## src/hw/spi_status_defs.svh

```systemverilog
// Constants for the serial status and register access front end
`ifndef SPI_STATUS_DEFS_SVH
`define SPI_STATUS_DEFS_SVH
`define HDR_RW_BIT 7
`define HDR_BURST_BIT 6
`define STAT_READY_BIT 7
`define STAT_STATE_MSB 6
`define STAT_STATE_LSB 4
`define COUNT_MAX 4'hF
`define CFG_LAST_ADDR 6'h2F
`define STROBE_FIRST_ADDR 6'h30
`define STROBE_LAST_ADDR 6'h3D
`define CFG_RESET_VALUE 8'h00
`define STATUS_REG_RESET 8'h00
`endif

```

## src/hw/spi_status_pkg.sv

```systemverilog
// Types shared by the serial status front end
package spi_status_pkg;
  typedef enum logic [2:0] {
    idle_state = 3'b000,
    receive_state = 3'b001,
    transmit_state = 3'b010,
    synth_on_state = 3'b011,
    calibrate_state = 3'b100,
    settling_state = 3'b101,
    receive_queue_overrun_state = 3'b110,
    transmit_queue_underrun_state = 3'b111
  } radio_state_t;
  typedef enum {
    phase_header,
    phase_data,
    phase_discard
  } spi_phase_t;
endpackage

```

## src/hw/spi_shift_if.sv

```systemverilog
// Bit-level events passed from the pin sampler to the transaction logic
`timescale 1ns/1ps
interface spi_shift_if;
  logic active;
  logic rise;
  logic fall;
  logic data_in;
  logic start;
  logic stop;
  modport sampler (output active, output rise, output fall, output data_in, output start,
    output stop);
  modport engine (input active, input rise, input fall, input data_in, input start,
    input stop);
endinterface

```

## src/hw/spi_pin_sampler.sv

```systemverilog
// Synchronises the serial pins and finds clock and select edges
`timescale 1ns/1ps
module spi_pin_sampler
(
  input wire logic ref_clk_i,
  input wire logic reset_n_i,
  input wire logic select_low_pin_i,
  input wire logic serial_clk_i,
  input wire logic serial_in_i,
  spi_shift_if.sampler bus
);
  logic [1:0] sel_sync;
  logic [1:0] clk_sync;
  logic [1:0] din_sync;
  logic sel_prev;
  logic clk_prev;
  wire sel_low = ~sel_sync[1];
  always_ff @(posedge ref_clk_i or negedge reset_n_i)
  begin
    if (!reset_n_i)
    begin
      sel_sync <= 2'h3;
      clk_sync <= 2'h0;
      din_sync <= 2'h0;
      sel_prev <= 1'b1;
      clk_prev <= 1'b0;
    end
    else
    begin
      sel_sync <= {sel_sync[0], select_low_pin_i};
      clk_sync <= {clk_sync[0], serial_clk_i};
      din_sync <= {din_sync[0], serial_in_i};
      sel_prev <= sel_sync[1];
      clk_prev <= clk_sync[1];
    end
  end
  assign bus.active = sel_low;
  assign bus.rise = sel_low & clk_sync[1] & ~clk_prev;
  assign bus.fall = sel_low & ~clk_sync[1] & clk_prev;
  assign bus.data_in = din_sync[1];
  assign bus.start = sel_prev & ~sel_sync[1];
  assign bus.stop = ~sel_prev & sel_sync[1];
endmodule

```

## src/hw/spi_status_access.sv

```systemverilog
// Serial slave front end: status byte, configuration and status register access
`timescale 1ns/1ps
`include "spi_status_defs.svh"
module spi_status_access
  import spi_status_pkg::*;
#(
  parameter int CFG_COUNT = 48,
  parameter int STATUS_COUNT = 14
)
(
  input wire logic ref_clk_i,
  input wire logic reset_n_i,
  input wire logic select_low_pin_i,
  input wire logic serial_clk_i,
  input wire logic serial_in_i,
  output logic serial_out_o,
  output logic serial_out_en_o,
  input wire logic osc_stable_i,
  input wire logic supply_stable_i,
  input wire logic [2:0] radio_state_i,
  input wire logic transitional_i,
  input wire logic [6:0] rx_bytes_i,
  input wire logic [6:0] tx_free_i,
  input wire logic [8*STATUS_COUNT-1:0] status_regs_i,
  output logic [8*CFG_COUNT-1:0] config_o,
  output logic [5:0] strobe_addr_o,
  output logic strobe_o,
  output logic ready_low_flag_o,
  output logic idle_power_o
);
  // Six header address bits and the strobe range cap both register counts
  if (CFG_COUNT < 1 || CFG_COUNT > 48 || STATUS_COUNT < 1 || STATUS_COUNT > 14)
  begin : g_bad_counts
    $error("Register counts out of range");
  end

  spi_shift_if pins ();
  spi_pin_sampler sampler
  (
    .ref_clk_i(ref_clk_i),
    .reset_n_i(reset_n_i),
    .select_low_pin_i(select_low_pin_i),
    .serial_clk_i(serial_clk_i),
    .serial_in_i(serial_in_i),
    .bus(pins)
  );

  logic [7:0] cfg_mem [CFG_COUNT];
  logic [7:0] shift_in;
  logic [7:0] shift_out;
  logic [2:0] bit_cnt;
  logic [5:0] addr;
  logic is_read;
  logic is_burst;
  spi_phase_t phase;
  logic [1:0] osc_sync;
  logic [1:0] vdd_sync;

  // Both stability inputs come from analog monitors outside this clock
  wire ready = osc_sync[1] & vdd_sync[1];
  wire [7:0] rx_in = {shift_in[6:0], pins.data_in};
  wire byte_done = pins.rise & (bit_cnt == 3'h7);
  wire hdr_read = rx_in[`HDR_RW_BIT];
  wire hdr_burst = rx_in[`HDR_BURST_BIT];
  wire [5:0] hdr_addr = rx_in[5:0];
  wire in_strobe = (hdr_addr >= `STROBE_FIRST_ADDR) && (hdr_addr <= `STROBE_LAST_ADDR);
  wire hdr_status_rd = in_strobe & hdr_burst;
  wire hdr_strobe = in_strobe & ~hdr_burst;
  wire hdr_cfg = hdr_addr < 6'(CFG_COUNT);
  // A header's own direction bit is not in yet when its status byte is loaded,
  // so at select fall the level on the data pin stands in for it
  wire count_read = pins.start ? pins.data_in : (phase == phase_data) ? is_read : hdr_read;
  wire [6:0] count_src = count_read ? rx_bytes_i : tx_free_i;
  wire [3:0] count_sat = (count_src > 7'(`COUNT_MAX)) ? `COUNT_MAX : count_src[3:0];
  wire [2:0] state_rep = transitional_i ? 3'(idle_state) : radio_state_i;
  wire [7:0] status_byte = {~ready, state_rep, count_sat};
  wire [3:0] stat_idx = 4'(hdr_addr - `STROBE_FIRST_ADDR);
  wire [7:0] stat_val = (stat_idx < 4'(STATUS_COUNT)) ? status_regs_i[8*stat_idx +: 8] :
    `STATUS_REG_RESET;
  wire [7:0] hdr_read_val = hdr_status_rd ? stat_val :
    hdr_cfg ? cfg_mem[hdr_addr] : `CFG_RESET_VALUE;
  wire [5:0] next_addr = addr + 6'h01;
  wire burst_cfg = is_burst & (next_addr < 6'(CFG_COUNT));
  wire [7:0] burst_read_val = burst_cfg ? cfg_mem[next_addr] : `CFG_RESET_VALUE;
  wire data_write = (phase == phase_data) & byte_done & ~is_read & (addr < 6'(CFG_COUNT));
  // Only a header can strobe; data bytes that look like strobe addresses must not
  wire strobe_fire = (phase == phase_header) & byte_done & hdr_strobe;

  always_ff @(posedge ref_clk_i or negedge reset_n_i)
  begin
    if (!reset_n_i)
    begin
      osc_sync <= 2'h0;
      vdd_sync <= 2'h0;
    end
    else
    begin
      osc_sync <= {osc_sync[0], osc_stable_i};
      vdd_sync <= {vdd_sync[0], supply_stable_i};
    end
  end

  always_ff @(posedge ref_clk_i or negedge reset_n_i)
  begin
    if (!reset_n_i)
    begin
      shift_in <= 8'h00;
      bit_cnt <= 3'h0;
    end
    else if (!pins.active)
    begin
      bit_cnt <= 3'h0;
    end
    else if (pins.rise)
    begin
      shift_in <= rx_in;
      bit_cnt <= bit_cnt + 3'h1;
    end
  end

  // Transaction sequencing; select high always returns to a fresh header
  always_ff @(posedge ref_clk_i or negedge reset_n_i)
  begin
    if (!reset_n_i)
    begin
      phase <= phase_header;
      addr <= 6'h00;
      is_read <= 1'b0;
      is_burst <= 1'b0;
    end
    else if (!pins.active)
    begin
      phase <= phase_header;
    end
    else if (byte_done)
    begin
      case (phase)
        phase_header:
        begin
          addr <= hdr_addr;
          is_read <= hdr_read;
          is_burst <= hdr_burst & ~hdr_status_rd;
          phase <= hdr_strobe ? phase_header : phase_data;
        end
        phase_data:
        begin
          if (is_burst)
          begin
            addr <= next_addr;
          end
          else
          begin
            phase <= phase_header;
          end
        end
        phase_discard:
          phase <= phase_header;
        default:
          phase <= phase_header;
      endcase
    end
  end

  generate
    for (genvar i = 0; i < CFG_COUNT; i++)
    begin : g_cfg
      always_ff @(posedge ref_clk_i or negedge reset_n_i)
      begin
        if (!reset_n_i)
          cfg_mem[i] <= `CFG_RESET_VALUE;
        else if (data_write && addr == 6'(i))
          cfg_mem[i] <= rx_in;
      end
      assign config_o[8*i +: 8] = cfg_mem[i];
    end
  endgenerate

  // Output byte is loaded before the first bit and shifted on the falling edges after a byte's first seven rising edges
  always_ff @(posedge ref_clk_i or negedge reset_n_i)
  begin
    if (!reset_n_i)
    begin
      shift_out <= 8'hFF;
    end
    else if (pins.start)
    begin
      shift_out <= status_byte;
    end
    else if (byte_done)
    begin
      if (phase == phase_header && hdr_read && !hdr_strobe)
        shift_out <= hdr_read_val;
      else if (phase == phase_data && is_read && is_burst)
        shift_out <= burst_read_val;
      else
        shift_out <= status_byte;
    end
    else if (pins.fall && bit_cnt != 3'h0)
    begin
      shift_out <= {shift_out[6:0], 1'b0};
    end
  end

  always_ff @(posedge ref_clk_i or negedge reset_n_i)
  begin
    if (!reset_n_i)
    begin
      serial_out_o <= 1'b1;
      serial_out_en_o <= 1'b0;
      strobe_o <= 1'b0;
      strobe_addr_o <= 6'h00;
      ready_low_flag_o <= 1'b1;
      idle_power_o <= 1'b1;
    end
    else
    begin
      // Before the first bit the pin shows the ready flag so the master can poll it
      serial_out_o <= shift_out[7];
      serial_out_en_o <= pins.active;
      strobe_o <= strobe_fire;
      strobe_addr_o <= strobe_fire ? hdr_addr : strobe_addr_o;
      ready_low_flag_o <= ~ready;
      idle_power_o <= (radio_state_i == 3'(idle_state));
    end
  end
endmodule

```

## config.mk

```make
export PLATFORM = sky130hd
export DESIGN_NAME = spi_status_access
export DESIGN_NICKNAME = d
export VERILOG_FILES = /design/src/hw/spi_status_pkg.sv /design/src/hw/spi_shift_if.sv /design/src/hw/spi_pin_sampler.sv /design/src/hw/spi_status_access.sv
export VERILOG_INCLUDE_DIRS = /design/src /design/src/hw
export SDC_FILE = /design/constraint.sdc
export NUM_CORES = 1
export LEC_CHECK = 0
export ABC_AREA = 0
export BUFFER_PORTS_ARGS = -buffer_cell sky130_fd_sc_hd__buf_4
export CAP_MARGIN = 10
export CORE_MARGIN = 10
export CORE_UTILIZATION = 40
export DETAILED_ROUTE_END_ITERATION = 6
export PLACE_DENSITY = 0.65
export SETUP_SLACK_MARGIN = 0.05
export SLEW_MARGIN = 20
export SYNTH_ARGS = -nofsm -noshare
export SYNTH_HDL_FRONTEND = slang
export SYNTH_HIERARCHICAL = 1
export SYNTH_SLANG_ARGS = --single-unit
```

## constraint.sdc

```tcl
create_clock -name ref_clk_i -period 6.6 [get_ports ref_clk_i]
set_input_delay 1.32 -clock ref_clk_i [delete_from_list [all_inputs] [get_ports ref_clk_i]]
set_output_delay 1.32 -clock ref_clk_i [all_outputs]
set_load 0.02 [all_outputs]
```

[Word-level counts from Yosys, hierarchy flattened]
Index checks and enable logic that the tools add are counted.
Word-level totals
  bits in read-only memories: 0
  input bits: 137
  memories: 0
  bits in registers: 465
  output and inout port bits: 395
  memory bits (writable): 0
  latch bits: 0
  logic and storage cells: 255
Cells by class
  $mul: 0
  bitwise gates (word level): 25
  muxes and demuxes: 29
  eq/ne operators: 52
  divide/modulo/power cells: 0
  $add $sub $neg: 3
  order comparisons: 9
  shifts and indexed selects: 1
  reductions and logical operators: 68
Operator list (count)
  $shiftx 112x8->8: 1
  $mux 8: 13
  $bmux 8 s6: 2
  $eq 6x5->1 const B: 16
  $eq 6x6->1 const B: 16
  $mux 32: 3
  $logic_not 32->1: 2
  $pmux 32 s2: 1
  $logic_and 1x1->1: 54
  $eq 6x4->1 const B: 8
  $eq 32x1->1 const B: 1
  $eq 32x2->1 const B: 1
  $eq 6x3->1 const B: 4
  $lt 6x6->1 const B: 3
  $and 1x1->1: 16
  $ge 7x7->1 const B: 2
  $not 6->7: 2
  $eq 6x2->1 const B: 2
  $pmux 6 s2: 1
  $mux 3: 3
  $gt 7x4->1 const B: 1
  $mux 7: 1
  $not 1->1: 7
  $add 6x1->6 const B: 1
  other kinds (20): 26

[Longest topological paths before layout]
Gate-level depths: netlist (run 1).
  depth in word-level cells: 10
  gate-level depth with buffers: 14
  gate-level depth less buffers: 8

[By module]
Netlist (run 1), hierarchy kept.
Modules (own cells, without submodules)
  spi_status_access: area an instance 24412.2 um^2, sequential area each 10674.0 um^2, instances 1, cells an instance 1773
  spi_pin_sampler: area an instance 235.2 um^2, sequential area each 203.9 um^2, instances 1, cells an instance 13

[Least setup slack after synthesis (run 1)]
OpenSTA, ideal clock, no wires.
  path type: reg-to-reg
  start point: register addr[0]
  end point: register shift_out[3]
  path buffers: 6
  clock period less this slack: 3.074 ns
  data required time: 6.515 ns
  setup time: 0.085 ns
  cell stages (with the launch flop): 14
  slack: 3.526 ns
  arrival: 2.989 ns
  cell sequence: dfrtp_1 buf_6 buf_4 buf_4 inv_1 ha_1 clkbuf_1 clkbuf_1 buf_2 mux4_2 a211oi_1 a311oi_1 a31oi_1 o22ai_1
Between the ends
  cells in the longest elaborated chain, start to end: 10
  elaborated cells on any way between the ends: 12
  those cells by class: add/sub (1); order compare (1); mux (8); bitwise (2)
Ends and longest elaborated chain
  from (decl): RTL line spi_status_access.sv:52  | logic [5:0] addr;
  from (signal assigned): RTL line spi_status_access.sv:140  | addr <= hdr_addr;
  from (signal assigned): RTL line spi_status_access.sv:149  | addr <= next_addr;
  $add 6x1->6 (*): RTL line spi_status_access.sv:82  | wire [5:0] next_addr = addr + 6'h01;
  $not 6->7 (not written as such): RTL line spi_status_access.sv:84  | wire [7:0] burst_read_val = burst_cfg ? cfg_mem[next_addr] : `CFG_RESET_VALUE;
  $bmux 8 s6: RTL line spi_status_access.sv:84
  $mux 8 (not written as such) (2 in series): RTL line spi_status_access.sv:84
  $mux 8 (no source line) (*)
  $mux 8 (*): RTL line spi_status_access.sv:193  | else if (phase == phase_data && is_read && is_burst)
  $mux 8 (*): RTL line spi_status_access.sv:191  | if (phase == phase_header && hdr_read && !hdr_strobe)
  $mux 8 (*): RTL line spi_status_access.sv:189  | else if (byte_done)
  $mux 8 (*): RTL line spi_status_access.sv:185  | else if (pins.start)
  to (signal assigned): RTL line spi_status_access.sv:187  | shift_out <= status_byte;
  to (signal assigned): RTL line spi_status_access.sv:192  | shift_out <= hdr_read_val;
  to (signal assigned): RTL line spi_status_access.sv:194  | shift_out <= burst_read_val;
  to (decl): RTL line spi_status_access.sv:50  | logic [7:0] shift_out;
Every way passes the cells marked *; elsewhere a longest branch is shown, timed or not. The select of a mux whose other input is x is not followed.
A chain may end at the register's enable or synchronous reset.

[Final worst setup path (run 1)]
  start point: register addr[0]
  end point: register shift_out[6]
Same word-level chain as after synthesis.

==> flow_metrics.py, run 1 <==
metrics = {
    "finish": {
        "fin_util_pct": 50.8,
        "areaGrowthSynthToFinish_pct": 25.1,
        "num_antenna_cells": 0,
        "nNetsFinal": 2393,
        "final_layout_size_suffix_gt1_share_pct": 57.3,
    },
    "clock_tree": {
        "cts_max_path_buffers": 3,
        "cts_tree": "done",
        "cts_resized": 0,
        "cts_sinks": 434,
        "holdBufCountCts": 0,
        "clk_latency_ns": 0.60,
        "cts-root-buf": "clkbuf_16",
        "cts_setup_buffers": 0,
        "cts_max_level": 2,
        "clkTransAtPathRegs_ns": 0.06,
        "cts_made_buffers": 49,
    },
    "worst_setup_path": {
        "path_class": "reg2reg",
        "slowest_stage": "dfrtp_4",
        "r2r_start": "addr[0]",
        "crit_arrival_ns": 4.62,
        "crit_chain": "buf_4, buf_4, mux4_2, nand2_1, a32o_1, a2111oi_0, o211ai_1, a21oi_1",
        "ff2ff_setup_slack_ns": 2.50,
        "worstPathMaxFanout": 46,
        "reg2reg_to": "shift_out[6]",
        "r2r.worst_path.cells": 8,
        "cpPeakStageDelay_ns": 0.85,
        "critPathLaunchType": "flip-flop",
        "critPathRequiredTime_ns": 7.12,
        "critical_path.endpoint_type": "flip-flop",
        "cpMostUsedCell": "buf_4",
    },
    "placed_design": {
        "dpl.hpwl_mm": 78.5,
        "dp_slack_ns": 2.48,
        "gp_congestion": 0.974,
        "portBuffers": 531,
    },
    "job": {
        "max_cap_violations": 0,
    },
    "synthesis": {
        "synth_warnings": 6,
        "avgSynthCellArea_um2": 13.8,
        "synth_cells": 1785,
        "netlist_area_um2": 24600,
        "synth_nets": 1929,
    },
    "detailed_routing": {
        "routed_wl_mm": 107,
        "num_vias": 19200,
        "drt_iter0_drc": 2004,
        "drt_first_pass_iters": 6,
        "drc": 0,
        "via_per_inst": 6.24,
        "wl_per_cell_um": 34.8,
        "postRouteAntennaNets": 0,
    },
    "global_routing": {
        "track_usage_pct": 29.2,
        "overflow": 0,
        "grt_antenna_before_repair": 3,
        "grt_pass1_wl_mm": 152,
        "grt_pass1_vias": 20100,
        "grt_max_degree": 165,
    },
    "sta": {
        "hold_viol": 0,
        "min_period_ns": 4.10,
        "fin_tns_setup_ns": 0,
        "rsz0062_at_grt": "false",
        "period_share_pct": 62.1,
        "clock_skew_ns": 0.0121,
        "setup_ws_ns": 2.50,
        "holdWs_ns": 0.347,
        "worst_pin_slew_ns": 1.16,
        "fmax_ghz": 0.244,
        "slew_headroom_pct": 22.5,
        "setup_viol": 0,
        "slew_viol_final": 0,
    },
    "worst_hold_path": {
        "hold_depth": 0,
        "hp-class": "reg2reg",
        "hold_end": "osc_sync[1]",
        "min_from": "osc_sync[0]",
    },
    "die": {
        "die_x_um": 268,
        "row_count": 90,
        "die_height_um": 268,
        "io_pins": 532,
        "coreArea_um2": 60700,
        "dieArea_um2": 71900,
        "start_util_pct": 40.6,
    },
    "outcome": {
        "outcome": "completed",
    },
    "power_and_ir_drop": {
        "ir_drop_mv": 0.169,
        "static-leakage-power_nw": 14.3,
        "p_per_area_nw_per_um2": 220,
    },
}
==> stage by stage <==
step	power, mW	std cells	area [um^2]
2_1_floorplan	3.42	1785	24600
3_3_place_gp	3.98	2980	29200
3_5_place_dp	3.99	2980	29200
4_1_cts	6.79	3070	30800
5_1_grt	6.98	3070	30800
6_report	6.78	3070	30800
==> layer usage <==
layer | up-vias | share of wire (%) | GRT usage (%)
met5 | - | 0.029 | 0
met4 | 4 | 3.2 | 9.33
met3 | 166 | 9.8 | 8.55
met2 | 960 | 49 | 48.7
met1 | 10200 | 38 | 35.9
li1 | 7856 | - | -
==> state kept, by name, indices dropped and copies added, names as in the netlist, 2 cells and up <==
name              flops
osc_sync              2
bit_cnt               3
sampler/clk_sync      2
shift_in              7
addr                  6
sampler/din_sync      2
config_o            384
strobe_addr_o         6
shift_out             8
vdd_sync              2
sampler/sel_sync      2
==> report_power, final <==
group          internal, mW  switching, mW
Sequential             2.70          0.133
Clock                  1.65           1.17
Combinational         0.363          0.765
==> critical path, delay by kind of cell (launching register included) <==
kind | cells | cell delay [ns]
mux | 1 | 0.34
compound gates | 4 | 1.29
simple gates | 1 | 0.05
buf+inv | 2 | 1.46
flops | 1 | 0.85
==> area by class of cell <==
cell class	count	area (um^2)
Fill cell	5293	29900
Tap cell	782	978
Clock inverter	16	145
Multi-Input combinational cell	1187	12900
Timing Repair Buffer	561	4290
Clock buffer	74	1500
Sequential cell	434	10900
Inverter	16	60.1
==> worst max-delay path by stage <==
stage / startpoint / to / slack [ns] / depth (start not counted)
6_report: addr[0] / shift_out[6] / 2.50 / 8
2_1_floorplan: addr[0] / shift_out[3] / 3.53 / 13
5_1_grt: addr[0] / shift_out[6] / 2.19 / 8
3_5_place_dp: addr[0] / shift_out[6] / 2.48 / 8
3_3_place_gp: addr[0] / shift_out[6] / 2.33 / 8
4_1_cts: addr[0] / shift_out[6] / 2.44 / 8
==> cell usage in the layout (no fill, tap or decap), drive strengths merged, types with 5 or more instances in the layout <==
cell,instances
nor2b,10
a221o,15
dfrtp,420
a221oi,25
a31oi,5
clkbuf,74
mux2,406
nand2,92
a21oi,40
a211oi,19
inv,17
mux4,183
nand2b,10
dfstp,14
o21ai,50
nor3,23
ha,7
o21a,6
nor2,61
o211ai,7
or2,5
buf,561
clkinv,10
mux2i,99
nand3,8
and3,5
a2111oi,6
a32o,6
o31ai,7
o22ai,16
and2,20
Note: power is estimated with default switching activity, not from simulation.
==> run 2, diff against run 1 <==
clock period = 3.9 ns   (was 6.6 ns; I/O delays follow)
==> run 2 against run 1 <==
Compared with the run above: critical path depth is the same; flip-flop and latch count stayed put; cell area grew 0.91%; critical path type unchanged; worst setup slack worse by 2.0 ns; highest routed layer is now met4.
==> flow_metrics.py, run 2 (synthesized netlist as in run 1, its figures left out) <==
metrics = {
    "outcome": {
        "outcome": "completed",
    },
    "detailed_routing": {
        "via_per_inst": 6.26,
        "wl_per_cell_um": 34.4,
        "drt_iter0_drc": 1824,
        "drc": 0,
        "num_vias": 19500,
        "routed_wl_mm": 107,
        "drt_first_pass_iters": 7,
        "postRouteAntennaNets": 0,
    },
    "clock_tree": {
        "cts_sinks": 434,
        "cts-root-buf": "clkbuf_16",
        "cts_setup_buffers": 0,
        "cts_made_buffers": 48,
        "cts_max_path_buffers": 3,
        "cts_resized": 0,
        "holdBufCountCts": 0,
        "clkTransAtPathRegs_ns": 0.06,
        "clk_latency_ns": 0.59,
        "cts_tree": "done",
        "cts_max_level": 2,
    },
    "sta": {
        "fmax_ghz": 0.290,
        "period_share_pct": 88.3,
        "min_period_ns": 3.44,
        "slew_viol_final": 0,
        "rsz0062_at_grt": "false",
        "setup_viol": 0,
        "clock_skew_ns": 0.0106,
        "slew_headroom_pct": 15.6,
        "holdWs_ns": 0.196,
        "hold_viol": 0,
        "worst_pin_slew_ns": 1.26,
        "fin_tns_setup_ns": 0,
    },
    "global_routing": {
        "grt_pass1_vias": 20300,
        "track_usage_pct": 29.2,
        "overflow": 0,
        "grt_pass1_wl_mm": 153,
        "grt_max_degree": 76,
        "gr-usage-met1_pct": 36.4,
        "grtUsageMet2_pct": 49.4,
        "grt_util_met3_pct": 6.76,
        "top_usage_layer": "met2",
        "grt_antenna_before_repair": 0,
    },
    "die": {
        "dieArea_um2": 71900,
        "start_util_pct": 40.6,
        "die_x_um": 268,
        "coreArea_um2": 60700,
        "io_pins": 532,
        "row_count": 90,
        "die_height_um": 268,
    },
    "placed_design": {
        "portBuffers": 531,
        "dpl.hpwl_mm": 80.7,
        "gp_congestion": 0.979,
    },
    "worst_setup_path": {
        "crit_start": "addr[1]",
        "critical_path.endpoint_type": "flip-flop",
        "endpoint": "shift_out[5]",
        "path_class": "reg2reg",
        "critPathRequiredTime_ns": 4.42,
        "crit_arrival_ns": 3.96,
        "worstPathMaxFanout": 14,
        "critPathLaunchType": "flip-flop",
        "reg2reg_to": "shift_out[5]",
        "ff2ff_setup_slack_ns": 0.46,
        "r2r.worst_path.cells": 8,
        "r2r_start": "addr[1]",
    },
    "finish": {
        "final_cell_mix": "buf_4 (596), dfrtp_1 (413), mux2_2 (406), mux4_2 (172), mux2i_1 (99)",
        "nFillCells": 5238,
        "layout_commonest_cell": "buf_4",
        "final_layout_size_suffix_gt1_share_pct": 57.7,
        "nNetsFinal": 2440,
        "areaGrowthSynthToFinish_pct": 26.2,
        "largest_register_ffs": 384,
        "num_antenna_cells": 0,
    },
    "power_and_ir_drop": {
        "static-leakage-power_nw": 14.5,
        "p_per_area_nw_per_um2": 362,
        "ir_drop_mv": 0.343,
    },
    "job": {
        "max_cap_violations": 0,
    },
    "worst_hold_path": {
        "hp-class": "in2async",
    },
}
[run 2: changes by cell type in the layout (fill, tap and decap cells not counted), sizes merged]
cell | previous run | this run
clkinvlp | 3 | 0
clkinv | 10 | 11
bufinv | 2 | 1
inv | 17 | 16
buf | 561 | 609
[run 2: area by class of cell]
cell class	count	area (um^2)	share of cell area, %
inverter	16	60.1	0.193
tap	782	978	3.15
clock buffer	74	1420	4.57
timing repair buffer	609	4730	15.2
sequential	434	10900	35.0
multi-input combinational	1187	12900	41.6
clock inverter	12	85.1	0.274
[run 2: critical path, stage by stage, from the launching register on]
cell	delay, ns
dfrtp_1	0.51
ha_1	0.29
xnor2_2	0.99
buf_4	0.30
nand2_1	0.10
a32o_1	0.26
a2111oi_0	0.46
o221ai_1	0.25
a21oi_1	0.19
[run 2: how the worst min path moves through the flow]
stage	from	endpoint	slack, ns	cells past startpoint
2_1_floorplan	osc_sync[0]	osc_sync[1]	0.33	0
3_3_place_gp	sampler/din_sync[0]	sampler/din_sync[1]	0.34	0
3_5_place_dp	sampler/din_sync[0]	sampler/din_sync[1]	0.34	0
4_1_cts	reset_n_i	config_o[107]	0.21	1
5_1_grt	reset_n_i	config_o[115]	0.23	1
6_report	reset_n_i	config_o[99]	0.20	1
[run 2: layer usage]
layer | share of wire, % | wire length, um
met5 | 0 | 0
met4 | 3.3 | 3580
met3 | 8.1 | 8630
met2 | 50 | 53700
met1 | 38 | 41200
[run 2: per-stage QoR]
step / setup WS, ns / area (um^2) / util [%] / cells / power, mW
CTS: 0.538 / 31100 / 51.2 / 3114 / 11.3
floorplan: 0.826 / 24600 / - / 1785 / 5.79
global route: 0.369 / 31100 / 51.2 / 3114 / 11.6
finish: 0.457 / 31100 / 51.2 / 3114 / 11.3
global placement: 0.473 / 29600 / 48.8 / 3028 / 6.83
detailed placement: 0.543 / 29600 / 48.8 / 3028 / 6.84
[run 2: report_power, final]
part	internal, mW	switching [mW]
Clock	2.56	1.90
Combinational	0.689	1.37
Sequential	4.56	0.179
==> run 3, diff against run 2 <==
CELL_PAD_IN_SITES_DETAIL_PLACEMENT = 0   (was unset)
CELL_PAD_IN_SITES_GLOBAL_PLACEMENT = 1   (was unset)
CORE_UTILIZATION = 45   (was 40)
PLACE_DENSITY = 0.84   (was 0.65)
==> run 3 against run 2 <==
Compared with the run above: core utilization grew 6.6 points; critical path depth grew 2; register-to-register slack is essentially flat; fmax shrank 0.38%; via count grew 2.2%; worst setup slack lost 0.013 ns; clock skew grew 0.028 ns; total power grew 4.0%; sequential share of layout area shrank 0.15 points; cell area grew 0.43%; non-clock buffer count shrank 3; clock-buffer cell count is the same; critical path type unchanged; critical endpoint unchanged; largest power group is now clock.
==> flow_metrics.py, run 3 (synthesized netlist as in run 1, its figures left out) <==
metrics = {
    "job": {
        "max_cap_violations": 0,
    },
    "sta": {
        "clock_skew_ns": 0.0387,
        "fin_tns_setup_ns": 0,
        "fmax_ghz": 0.289,
        "setup_viol": 0,
        "min_period_ns": 3.46,
        "period_share_pct": 88.6,
        "rsz0062_at_grt": "false",
        "slew_viol_final": 0,
        "slew_headroom_pct": 30.8,
        "setup_ws_ns": 0.444,
        "worst_pin_slew_ns": 1.03,
        "holdWs_ns": 0.165,
        "hold_viol": 0,
    },
    "worst_setup_path": {
        "cp.depth": 10,
        "path_class": "reg2reg",
        "crit_start": "addr[1]",
        "slowest_stage": "a2111oi_0",
        "ff2ff_setup_slack_ns": 0.44,
        "crit_family": "compound AO/OA/AOI/OAI gates",
        "critPathRequiredTime_ns": 4.42,
        "cpPeakStageDelay_ns": 0.73,
        "crit_arrival_ns": 3.98,
        "r2r_start": "addr[1]",
        "reg2reg_to": "shift_out[5]",
        "critPathLaunchType": "flip-flop",
        "crit_buf_inv": 3,
        "crit_chain": "inv_1, ha_4, buf_12, mux4_1, nand2_1, a32o_1, a2111oi_0, buf_4, o221ai_1, a21oi_1",
        "endpoint": "shift_out[5]",
        "r2r.worst_path.cells": 10,
        "critical_path.endpoint_type": "flip-flop",
        "worstPathMaxFanout": 34,
    },
    "die": {
        "die_x_um": 254,
        "dieArea_um2": 64500,
        "start_util_pct": 45.6,
        "coreArea_um2": 54000,
        "io_pins": 532,
        "die_height_um": 254,
        "row_count": 85,
    },
    "global_routing": {
        "grt_max_degree": 88,
        "track_usage_pct": 31.8,
        "grt_pass1_wl_mm": 150,
        "grt_pass1_vias": 20200,
        "grt_antenna_before_repair": 2,
        "overflow": 0,
    },
    "clock_tree": {
        "cts_setup_buffers": 0,
        "cts_sinks": 434,
        "clk_latency_ns": 0.63,
        "cts_tree": "done",
        "holdBufCountCts": 0,
        "clkTransAtPathRegs_ns": 0.06,
        "cts-root-buf": "clkbuf_16",
        "cts_resized": 0,
        "cts_max_level": 2,
        "cts_made_buffers": 49,
        "cts_max_path_buffers": 3,
    },
    "placed_design": {
        "dpl.hpwl_mm": 77.2,
        "portBuffers": 531,
        "gp_congestion": 0.989,
        "dp_slack_ns": 0.512,
        "dp.cells": 2939,
    },
    "detailed_routing": {
        "routed_wl_mm": 105,
        "drt_first_pass_iters": 5,
        "drt_iter0_drc": 2438,
        "postRouteAntennaNets": 0,
        "wl_per_cell_um": 34.7,
        "num_vias": 19900,
        "drc": 0,
        "via_per_inst": 6.57,
    },
    "power_and_ir_drop": {
        "p_int_mw": 8.17,
        "fin_total_pwr_mw": 11.7,
        "pwr-share-seq_pct": 40.1,
        "ir_drop_mv": 0.313,
        "p_clk_share_pct": 42.0,
        "p_per_area_nw_per_um2": 375,
        "power_switching_mw": 3.55,
        "switching_share_pct": 30.3,
        "static-leakage-power_nw": 14.6,
        "pwr-share-comb_pct": 17.9,
    },
    "finish": {
        "areaGrowthSynthToFinish_pct": 26.8,
        "finalNonFillerCells": 3031,
        "layout_commonest_cell": "buf_4",
        "final_layout_size_suffix_gt1_share_pct": 58.1,
        "nFillCells": 4419,
        "final_cell_mix": "buf_4 (590), dfrtp_1 (413), mux2_2 (406), mux4_2 (172), mux2i_1 (99)",
        "nNetsFinal": 2438,
        "largest_register_ffs": 384,
    },
    "outcome": {
        "outcome": "completed",
    },
    "worst_hold_path": {
        "hp-class": "in2async",
    },
}
## run 3: cell types whose count changed in the layout (fill, tap and decap cells not counted), moves of 2 or more
cell and change:
bufinv_16 +3, clkbuf_1 -7, clkinv_2 -2, buf_12 +3
buf_4 -6, clkbuf_8 +7
## run 3: power groups by stage
stage / Combinational [mW] / Clock (mW) / Sequential, mW
2_1_floorplan: 1.12 / 0 / 4.67
3_3_place_gp: 2.03 / 0 / 4.77
3_5_place_dp: 2.04 / 0 / 4.77
4_1_cts: 2.05 / 4.97 / 4.69
5_1_grt: 2.16 / 5.14 / 4.70
6_report: 2.10 / 4.92 / 4.69
## run 3: final cells by class
type	count	area [um^2]	share of cell area, %
Antenna cell	1	2.50	0.00801
Clock buffer	74	1490	4.77
Clock inverter	17	239	0.765
Inverter	16	60.1	0.192
Multi-Input combinational cell	1187	12900	41.4
Sequential cell	434	10900	34.9
Tap cell	696	871	2.79
Timing Repair Buffer	606	4740	15.2
## run 3: through the flow
stage | instance area [um^2] | util (%)
global placement | 29500 | 54.6
global route | 31200 | 57.8
floorplan | 24600 | -
finish | 31200 | 57.8
CTS | 31200 | 57.8
detailed placement | 29500 | 54.6
## run 3: worst register-to-register path: cells and delay by family (launching register included)
kind / cells / cell delay, ns
AND/OR/NAND/NOR: 1 / 0.08
adder cells (fa/ha/maj): 1 / 0.45
AO/OA/AOI/OAI: 4 / 1.33
flip-flops: 1 / 0.53
buffers and inverters: 3 / 0.65
multiplexers: 1 / 0.36
## run 3: worst min-delay path by stage
stage	startpoint	endpoint	slack, ns
after global placement	sampler/din_sync[0]	sampler/din_sync[1]	0.33
final	reset_n_i	config_o[79]	0.17
after floorplan	osc_sync[0]	osc_sync[1]	0.33
after global routing	reset_n_i	config_o[79]	0.20
after detailed placement	sampler/din_sync[0]	sampler/din_sync[1]	0.34
after CTS	reset_n_i	config_o[79]	0.17
## run 3: layer usage
layer	routed length [um]	global-route usage (%)
met2	50000	50.5
met5	0	0
met1	39400	40.3
met3	11300	9.55
met4	4540	12.6
